### src/hw/status_event_pkg.sv
// status event package: bit positions, widths, valid masks, reset values
// assumes a single sys_clk domain and strobes from the command decoder
package status_event_pkg;
	localparam int std_width = 8;
	localparam int qual_width = 16;
	localparam int stb_width = 8;
	// standard event bit positions
	localparam int std_opc_bit = 0;
	localparam int std_query_err_bit = 2;
	localparam int std_device_err_bit = 3;
	localparam int std_exec_err_bit = 4;
	localparam int std_cmd_err_bit = 5;
	localparam int std_power_on_bit = 7;
	// measurement quality bit positions
	localparam int qual_volt_ovld_bit = 0;
	localparam int qual_curr_ovld_bit = 1;
	localparam int qual_ohm_ovld_bit = 9;
	localparam int qual_limit_lo_bit = 11;
	localparam int qual_limit_hi_bit = 12;
	// status byte positions of the summaries
	localparam int stb_qual_sum_bit = 3;
	localparam int stb_msg_bit = 4;
	localparam int stb_std_sum_bit = 5;
	// bits that may ever be set; all others read zero
	localparam logic [7:0] std_valid_mask = 8'hbd;
	localparam logic [15:0] qual_valid_mask = 16'h1a03;
	// power cycle counts as an event: bit 7 set out of reset
	localparam logic [7:0] std_reset_value = 8'h80;
	localparam logic [15:0] qual_reset_value = 16'h0000;
	localparam logic [7:0] std_enable_reset = 8'h00;
	localparam logic [15:0] qual_enable_reset = 16'h0000;
	localparam logic [7:0] stb_reset_value = 8'h00;
endpackage : status_event_pkg

### src/hw/instrument_status_event_logic.sv
// status reporting core: standard event and measurement quality groups,
// message-waiting flag, reading halt and error-queue push strobe
// assumes all inputs are one-cycle strobes or levels on sys_clk from the
// command decoder and measurement engine; rst is the power-on reset
`timescale 1ns/1ps
`default_nettype none
module instrument_status_event_logic (
	input wire logic sys_clk,
	input wire logic rst,
	// command decoder strobes
	input wire logic clear_status,
	input wire logic std_event_query,
	input wire logic std_enable_write,
	input wire logic [7:0] std_enable_value,
	input wire logic qual_event_query,
	input wire logic qual_enable_write,
	input wire logic [15:0] qual_enable_value,
	input wire logic status_preset,
	input wire logic opc_executed,
	// non-volatile settings
	input wire logic power_on_clear,
	input wire logic [7:0] std_enable_saved,
	// error sources
	input wire logic query_error,
	input wire logic self_test_fail,
	input wire logic cal_fail,
	input wire logic exec_error,
	input wire logic cmd_error,
	// measurement results
	input wire logic volt_overload,
	input wire logic curr_overload,
	input wire logic ohm_overload,
	input wire logic limit_low_fail,
	input wire logic limit_high_fail,
	// reading and output buffer flow
	input wire logic reading_trigger,
	input wire logic store_to_memory,
	input wire logic all_readings_done,
	input wire logic fetch_transfer,
	input wire logic query_data_loaded,
	input wire logic out_buf_last_read,
	input wire logic out_buf_full,
	// outputs
	output logic [7:0] std_read_data,
	output logic std_read_valid,
	output logic [7:0] std_enable_q,
	output logic [15:0] qual_read_data,
	output logic qual_read_valid,
	output logic [15:0] qual_enable_q,
	output logic [7:0] status_byte_q,
	output logic message_waiting_flag_q,
	output logic halt_readings_q,
	output logic error_log_q
);
	logic [7:0] std_set;
	logic [15:0] qual_set;
	logic [7:0] std_flags;
	logic [15:0] qual_flags;
	logic std_summary;
	logic qual_summary;
	logic any_overload;
	logic restore_pending_q;
	logic restore_pending_d;
	logic std_restore;
	logic std_enable_clear;
	logic message_waiting_flag_d;
	logic halt_readings_d;
	logic error_log_d;
	logic [7:0] status_byte_d;

	always_comb begin
		any_overload = volt_overload | curr_overload | ohm_overload;
		std_set = 8'h00;
		std_set[status_event_pkg::std_opc_bit] = opc_executed;
		std_set[status_event_pkg::std_query_err_bit] = query_error;
		std_set[status_event_pkg::std_device_err_bit] = self_test_fail
			| cal_fail | any_overload;
		std_set[status_event_pkg::std_exec_err_bit] = exec_error;
		std_set[status_event_pkg::std_cmd_err_bit] = cmd_error;
		qual_set = 16'h0000;
		qual_set[status_event_pkg::qual_volt_ovld_bit] = volt_overload;
		qual_set[status_event_pkg::qual_curr_ovld_bit] = curr_overload;
		qual_set[status_event_pkg::qual_ohm_ovld_bit] = ohm_overload;
		qual_set[status_event_pkg::qual_limit_lo_bit] = limit_low_fail;
		qual_set[status_event_pkg::qual_limit_hi_bit] = limit_high_fail;
	end

	// the mask is cleared by reset; one cycle after release the saved copy
	// is put back unless power-on clear is in force
	always_comb begin
		restore_pending_d = 1'b0;
		std_restore = restore_pending_q & ~power_on_clear;
		std_enable_clear = 1'b0;
	end

	event_latch_group #(
		.width(status_event_pkg::std_width),
		.valid_mask(status_event_pkg::std_valid_mask),
		.reset_value(status_event_pkg::std_reset_value),
		.enable_reset(status_event_pkg::std_enable_reset)
	) std_group (
		.sys_clk(sys_clk),
		.rst(rst),
		.event_set(std_set),
		.clear_status(clear_status),
		.event_query(std_event_query),
		.enable_write(std_enable_write),
		.enable_value(std_enable_value),
		.enable_clear(std_enable_clear),
		.enable_restore(std_restore),
		.enable_restore_value(std_enable_saved),
		.flags_q(std_flags),
		.read_data_q(std_read_data),
		.read_valid_q(std_read_valid),
		.enable_q(std_enable_q),
		.summary_q(std_summary)
	);

	event_latch_group #(
		.width(status_event_pkg::qual_width),
		.valid_mask(status_event_pkg::qual_valid_mask),
		.reset_value(status_event_pkg::qual_reset_value),
		.enable_reset(status_event_pkg::qual_enable_reset)
	) qual_group (
		.sys_clk(sys_clk),
		.rst(rst),
		.event_set(qual_set),
		.clear_status(clear_status),
		.event_query(qual_event_query),
		.enable_write(qual_enable_write),
		.enable_value(qual_enable_value),
		.enable_clear(status_preset),
		.enable_restore(1'b0),
		.enable_restore_value(16'h0000),
		.flags_q(qual_flags),
		.read_data_q(qual_read_data),
		.read_valid_q(qual_read_valid),
		.enable_q(qual_enable_q),
		.summary_q(qual_summary)
	);

	always_comb begin
		message_waiting_flag_d = message_waiting_flag_q;
		// last read clears; a new message in the same cycle keeps it set
		if (out_buf_last_read) begin
			message_waiting_flag_d = 1'b0;
		end
		// readings to memory only count once fetched after completion
		if (reading_trigger && !store_to_memory) begin
			message_waiting_flag_d = 1'b1;
		end
		if (fetch_transfer && all_readings_done) begin
			message_waiting_flag_d = 1'b1;
		end
		if (query_data_loaded) begin
			message_waiting_flag_d = 1'b1;
		end
		halt_readings_d = out_buf_full;
		// overloads log nothing; only genuine errors push the queue
		error_log_d = query_error | self_test_fail | cal_fail
			| exec_error | cmd_error;
		status_byte_d = status_event_pkg::stb_reset_value;
		status_byte_d[status_event_pkg::stb_qual_sum_bit] = qual_summary;
		status_byte_d[status_event_pkg::stb_msg_bit] = message_waiting_flag_q;
		status_byte_d[status_event_pkg::stb_std_sum_bit] = std_summary;
	end

	always_ff @(posedge sys_clk or posedge rst) begin
		if (rst) begin
			restore_pending_q <= 1'b1;
			message_waiting_flag_q <= 1'b0;
			halt_readings_q <= 1'b0;
			error_log_q <= 1'b0;
			status_byte_q <= status_event_pkg::stb_reset_value;
		end else begin
			restore_pending_q <= restore_pending_d;
			message_waiting_flag_q <= message_waiting_flag_d;
			halt_readings_q <= halt_readings_d;
			error_log_q <= error_log_d;
			status_byte_q <= status_byte_d;
		end
	end
endmodule : instrument_status_event_logic
`default_nettype wire

### src/hw/event_latch_group.sv
// one latched event register with its enable mask and summary bit
// assumes set, clear and query strobes are one-cycle pulses on sys_clk
`timescale 1ns/1ps
`default_nettype none
module event_latch_group #(
	parameter int width = 8,
	parameter logic [width-1:0] valid_mask = '1,
	parameter logic [width-1:0] reset_value = '0,
	parameter logic [width-1:0] enable_reset = '0
) (
	input wire logic sys_clk,
	input wire logic rst,
	input wire logic [width-1:0] event_set,
	input wire logic clear_status,
	input wire logic event_query,
	input wire logic enable_write,
	input wire logic [width-1:0] enable_value,
	input wire logic enable_clear,
	input wire logic enable_restore,
	input wire logic [width-1:0] enable_restore_value,
	output logic [width-1:0] flags_q,
	output logic [width-1:0] read_data_q,
	output logic read_valid_q,
	output logic [width-1:0] enable_q,
	output logic summary_q
);
	logic [width-1:0] flags_d;
	logic [width-1:0] read_data_d;
	logic read_valid_d;
	logic [width-1:0] enable_d;
	logic summary_d;

	always_comb begin
		flags_d = flags_q;
		// query and clear-status both empty the register
		if (clear_status || event_query) begin
			flags_d = '0;
		end
		// latched; a set in the clearing cycle survives
		flags_d = flags_d | (event_set & valid_mask);
		read_data_d = read_data_q;
		if (event_query) begin
			read_data_d = flags_q & valid_mask;
		end
		read_valid_d = event_query;
		enable_d = enable_q;
		if (enable_restore) begin
			enable_d = enable_restore_value;
		end
		if (enable_write) begin
			enable_d = enable_value;
		end
		if (enable_clear) begin
			enable_d = '0;
		end
		// summary follows the latched bits, not latched itself
		summary_d = |(flags_d & enable_d);
	end

	always_ff @(posedge sys_clk or posedge rst) begin
		if (rst) begin
			flags_q <= reset_value;
			read_data_q <= '0;
			read_valid_q <= 1'b0;
			enable_q <= enable_reset;
			summary_q <= 1'b0;
		end else begin
			flags_q <= flags_d;
			read_data_q <= read_data_d;
			read_valid_q <= read_valid_d;
			enable_q <= enable_d;
			summary_q <= summary_d;
		end
	end
endmodule : event_latch_group
`default_nettype wire

### config.mk
export PLATFORM = sky130hd
export DESIGN_NAME = instrument_status_event_logic
export DESIGN_NICKNAME = d
export VERILOG_FILES = /design/src/hw/status_event_pkg.sv /design/src/hw/instrument_status_event_logic.sv /design/src/hw/event_latch_group.sv
export SDC_FILE = /design/constraint.sdc
export NUM_CORES = 1
export LEC_CHECK = 0
export BUFFER_PORTS_ARGS = -buffer_cell sky130_fd_sc_hd__clkbuf_2
export CAP_MARGIN = 10
export CORE_ASPECT_RATIO = 0.5
export CORE_MARGIN = 4
export CORE_UTILIZATION = 45
export DETAILED_ROUTE_END_ITERATION = 16
export PLACE_DENSITY_LB_ADDON = 0.12
export SLEW_MARGIN = 20
export SYNTH_ARGS = -nofsm -noshare
export SYNTH_HDL_FRONTEND = slang
export SYNTH_SLANG_ARGS = --single-unit
### constraint.sdc
create_clock -name sys_clk -period 3.6 [get_ports sys_clk]
set_clock_uncertainty 0.05 [all_clocks]
set_input_delay 0.36 -clock sys_clk [delete_from_list [all_inputs] [get_ports sys_clk]]
set_output_delay 0.36 -clock sys_clk [all_outputs]
set_load 0.01 [all_outputs]
==> impl_metrics.toml, run 1 <==
[drt]
ant_nets = 0
drc = 0
drt_iter0_drc = 120
vias = 2098
wl_mm = 6.44
viasPerCell = 4.85
wl_per_cell_um = 14.9
drt_pass1_iterations = 4

[layout]
drive_gt1_frac = 0.417
final_cells = 433
nNetsFinal = 399
antenna_cells = 0
fillCellCount = 558
area_growth_pct = 26.6

[placement]
post-place-cells = 417
numPortBuffers = 101
dp_hpwl_mm = 4.75
globalplace.congestion = 0.775

[logic_synthesis]
synth_top_family_by_area = "simple AND/OR/NAND/NOR gates"
synth-edff-count = 0
synth_compound_area_frac = 0.104
yosysMostFrequentCell = "dfrtp_1"
synthMuxAreaShare = 0.102
synth_common_cells = "dfrtp_1, nor2_1, buf_4, mux2i_1, inv_1"
syn_area_um2 = 2980
synth.area.top_cells = "dfrtp_1, mux2i_1, buf_4"
synth-adder-area-share = 0
yosysTopAreaCell = "dfrtp_1"
ys.warnings.count = 0
synthSimpleGateAreaFrac = 0.119
netlist_instances = 237
ys.flop_type = "dfrtp_1"
synth_xor_area_frac = 0
ys_seq_area_frac = 0.588
synth_seq_cells = 70
avgSynthCellArea_um2 = 12.6
synth_top_area_frac = 0.570
yosys.cell_types.count = 44
async_flop_share = 1.00

[floorplan]
initial_utilization = 0.477
die_h_um = 65.6
die-width_um = 123
core_um2 = 6260
die_area_um2 = 8080
num_io_pins = 120
floorplan.rows = 20

[worst_setup_path]
cp_top_family = "flip-flops"
worstPathRequired_ns = 3.74
startpoint = "restore_pending_q"
crit_buf_inv = 0
end_kind = "register"
path_depth = 5
crit_path_max_incr_delay_ns = 0.61
cp.arrival_ns = 1.99
crit_chain = "nor2b_1 > mux2i_1 > o21ai_1 > a222oi_1 > nand3_1"
setup.worst_path.start_class = "register"
rrSetupSlack_ns = 1.76
slowest_stage = "dfstp_2"
path_max_fanout = 8
r2r-end = "std_group.summary_q"
worstSetupPathType = "reg -> reg"
r2r_start = "restore_pending_q"
rr_worst_depth = 5

[grt]
grt_pass1_vias = 2130
track_usage = 0.170
grt_max_degree = 45
overflow = 0
grt_pass1_wl_mm = 10.4
antenna_found_initial = 0

[cts]
cts_max_path_buffers = 2
cts_resized = 0
clk-insertion-delay-late_ns = 0.33
clk_pin_slew_ns = 0.05
cts-htree-levels = 3
cts_tree = "done"
clock-sinks = 70
postCtsSetupBuffers = 0
clockRootBuffer = "clkbuf_16"
cts_hold_buf = 0
numCtsBuffers = 9

[power]
ir_worst_vdd_mv = 0.305
power.leakage_nw = 1.91
power_density_nw_per_um2 = 534

[sta]
fmax_mhz = 542
max_slew.worst_pin.slew_ns = 0.889
rsz0062_at_grt = "false"
slew_headroom = 0.406
final_hold_viol_count = 0
slew_violations = 0
layout_min_cycle_time_ns = 1.84
setup_violations = 0
period_share = 0.512
tns_ns = 0

[hold_path]
holdCritStartpoint = "out_buf_full"
holdPathStages = 1
min_path_type = "in -> reg"
worstHoldEndpoint = "halt_readings_q"

[run_status]
status = "finished, final reports clean"

[job]
cap_violations = 0
## cell families after synthesis
kind of cell	after synthesis
DFF	70
buffers and inverters	40
and+or+nand+nor	61
AOI/OAI and AO/OA	36
other	1
muxes	29
## how the worst max path moves through the flow
stage                                      end  slack, ns
after global routing       std_group.summary_q       1.65
after floorplan                    error_log_q       1.43
after CTS                  std_group.summary_q       1.76
after detailed placement  qual_group.summary_q       1.55
final                      std_group.summary_q       1.76
after global placement    qual_group.summary_q       1.63
## stage by stage
stage | cell area (um2) | total power, W | util | hold slack (ns) | worst slack (ns)
after global placement | 3460 | 0.00110 | 0.554 | 0.291 | 1.63
after floorplan | 3050 | 0.00102 | - | 0.281 | 1.43
final | 3780 | 0.00202 | 0.604 | 0.0856 | 1.76
after global routing | 3780 | 0.00210 | 0.604 | 0.0750 | 1.65
after CTS | 3780 | 0.00204 | 0.604 | 0.0752 | 1.76
after detailed placement | 3460 | 0.00110 | 0.554 | 0.298 | 1.55
## power by group
part / total, W / internal, W / switching [W]
registers: 0.000862 / 0.000836 / 0.0000260
logic: 0.000225 / 0.0000989 / 0.000126
clock network: 0.000931 / 0.000605 / 0.000326
## area by class of cell
| class | instances | area (um2) | share of cell area |
|---|---|---|---|
| sequential | 70 | 1750 | 0.464 |
| multi-input combinational | 145 | 1040 | 0.275 |
| timing repair buffer | 102 | 513 | 0.136 |
| clock buffer | 10 | 229 | 0.0606 |
| tap | 88 | 110 | 0.0291 |
| clock inverter | 6 | 86.3 | 0.0228 |
| inverter | 12 | 45.0 | 0.0119 |
## state kept, by name, indices dropped and copies added (netlist names), 3 cells and up
register	count
std_group.flags_q	8
qual_group.flags_q	16
status_byte_q	3
std_group.read_data_q	6
qual_group.read_data_q	5
std_group.enable_q	8
qual_group.enable_q	16
## cells in the final DEF (no fill, tap or decap), types with 4 or more instances in the layout
| master | n |
|---|---|
| inv_1 | 11 |
| mux2i_1 | 18 |
| a21o_1 | 9 |
| clkbuf_2 | 101 |
| nor2_1 | 20 |
| nor3_1 | 5 |
| dfrtp_1 | 68 |
| and2_1 | 9 |
| mux2_2 | 11 |
| a22oi_1 | 7 |
| nand2_1 | 4 |
| clkbuf_16 | 9 |
| conb_1 | 19 |
## layer usage
metal | global-route usage | vias up | share of wire
li1 | - | 992 | -
met2 | 0.270 | 79 | 0.46
met5 | 0 | - | 0
met4 | 0.0455 | 0 | 0.0048
met1 | 0.218 | 1022 | 0.45
met3 | 0.0671 | 5 | 0.086
No activity file was read; power rests on OpenSTA's default activity.
==> run 2: changes to the inputs <==
Settings changed: ABC_AREA set to 1.
Clock period 3.6 ns to 1.7 ns, I/O delays scaled along.
==> run 2 against run 1 <==
Net effect: area after synthesis increased by 5.1%; via count rose by 20%; final cell count is 37% higher; routed wire length up 4.0%; clock-buffer cell count stayed put; critical path type unchanged; critical endpoint unchanged; largest power group is now sequential cells.
==> impl_metrics.toml, run 2 <==
[power]
p_total_w = 0.00404
combPwrFrac = 0.124
p_clk_frac = 0.425
ir_worst_vdd_mv = 0.515
seqPwrFrac = 0.451
swShare = 0.259
p_int_w = 0.00299
power.leakage_nw = 2.41
switching_power_w = 0.00105
power_density_nw_per_um2 = 1000

[sta]
layout_min_cycle_time_ns = 1.45
setup_violations = 0
final_hold_viol_count = 0
timing.hold.ws_ns = 0.00997
period_share = 0.851
tns_ns = 0
slew_violations = 0
fmax_mhz = 691
rsz0062_at_grt = "false"

[layout]
nNetsFinal = 555
drive_gt1_frac = 0.275
largestRegisters = "qual_group.enable_q (16), qual_group.flags_q (16)"
final_common_cell = "nand2_1"
layout_common_cells = "nand2_1, clkbuf_2, inv_1"
final_cells = 593
area_growth_pct = 28.3
antenna_cells = 0
finalInstanceArea_um2 = 4020

[placement]
placed_area_um2 = 3680
numPortBuffers = 101
post-place-cells = 570
dp_hpwl_mm = 4.93
globalplace.congestion = 0.801

[worst_setup_path]
crit_path_max_incr_delay_ns = 0.58
path_max_fanout = 8
setup.worst_path.start_class = "register"
slowest_stage = "dfstp_2"
worstSetupPathType = "reg -> reg"
rr_worst_depth = 7
crit_chain = "nand2_1 > nand2_1 > nand3_1 > nand3_1 > nand2_1 > nor2_1 > nand2_1"
cp.arrival_ns = 1.62
cpMostUsedCell = "nand2_1"
end_kind = "register"
worstPathRequired_ns = 1.87

[cts]
cts_resized = 0
cts_max_path_buffers = 2
cts_hold_buf = 7
cts-htree-levels = 3
clk-insertion-delay-late_ns = 0.33
clock-sinks = 70
postCtsSetupBuffers = 0
clockRootBuffer = "clkbuf_16"
cts_tree = "done"
clk_pin_slew_ns = 0.05
numCtsBuffers = 9

[floorplan]
core_um2 = 6730
initial_utilization = 0.466
num_io_pins = 120
floorplan.rows = 21
die-width_um = 126
die_area_um2 = 8450
die_h_um = 67.0

[logic_synthesis]
yosysMostFrequentCell = "nand2_1"
ys.warnings.count = 0
synth_top_area_frac = 0.542
netlist_instances = 380
async_flop_share = 1.00
yosysTopAreaCell = "dfrtp_1"
yosys.cell_types.count = 23
synth_common_cells = "nand2_1, inv_1, dfrtp_1, nand3_1, nor2_1"
synth-edff-count = 0
ys.flop_type = "dfrtp_1"
synth.area.top_cells = "dfrtp_1, nand2_1, inv_1"
synth_seq_cells = 70
syn_area_um2 = 3140
avgSynthCellArea_um2 = 8.25
ys_seq_area_frac = 0.559

[grt]
grt_max_degree = 39
antenna_found_initial = 0
track_usage = 0.170
grt_pass1_wl_mm = 11.0
grt_pass1_vias = 2346
overflow = 0

[job]
cap_violations = 0

[drt]
wl_mm = 6.70
viasPerCell = 4.24
drc = 0
ant_nets = 0
drt_pass1_iterations = 4
drt_iter0_drc = 112
vias = 2514
wl_per_cell_um = 11.3

[hold_path]
holdPathStages = 3
min_path_type = "in -> reg"

[run_status]
status = "finished, final reports clean"
## run 2: cell types whose count changed after synthesis, moves of 4 or more
cell,change
nand2_1,+101
or2_2,+6
nor2_1,+16
nand2_2,+4
inv_1,+64
a21o_1,-8
mux2_2,-11
nor3_1,-4
nand3_1,+34
mux2i_1,-18
a22oi_1,-6
## run 2: stage by stage
stage	worst slack, ns	utilization
after global placement	0.278	0.547
after global routing	0.107	0.598
after CTS	0.251	0.598
final	0.254	0.598
after floorplan	0.439	-
after detailed placement	0.265	0.547
## run 2: area by class of cell
| class | count | area (um2) |
|---|---|---|
| Clock inverter | 6 | 37.5 |
| Multi-Input combinational cell | 227 | 975 |
| Sequential cell | 70 | 1750 |
| Clock buffer | 10 | 239 |
| Tap cell | 92 | 115 |
| Timing Repair Buffer | 111 | 611 |
| Fill cell | 639 | 2700 |
| Inverter | 77 | 293 |
## run 2: logic make-up after synthesis
logic type,share of synthesized area
simple gates,0.275
other cells,0.00120
compound gates,0.0128
flops,0.559
buf+inv,0.152
## run 2: layer usage
metal | track usage | vias up | wire [um]
li1 | - | 1312 | -
met1 | 0.212 | 1114 | 3080
met2 | 0.272 | 76 | 3020
met3 | 0.0633 | 12 | 499
met4 | 0.0602 | 0 | 99
met5 | 0 | - | 0
## run 2: final timing paths
check                                     startpoint                endpoint  slack [ns]
max in group asynchronous                        rst       restore_pending_q        0.69
worst max register to register     restore_pending_q     std_group.summary_q        0.25
min in group asynchronous                        rst  std_group.read_valid_q        0.32
worst min register to register  qual_group.summary_q        status_byte_q[3]        0.30
worst min-delay path                        cal_fail             error_log_q        0.01
worst max-delay path               restore_pending_q     std_group.summary_q        0.25
## run 2: power by group through the flow
stage	Combinational, W	Clock [W]	Sequential [W]
6_report	0.000501	0.00171	0.00182
5_1_grt	0.000578	0.00185	0.00183
4_1_cts	0.000511	0.00176	0.00182
3_5_place_dp	0.000497	0	0.00185
3_3_place_gp	0.000492	0	0.00185
2_1_floorplan	0.000278	0	0.00188
## run 2: critical path: cells and delay by family (launching register included)
family / cells / cell delay [ns]
DFF: 1 / 0.58
and+or+nand+nor: 7 / 0.70
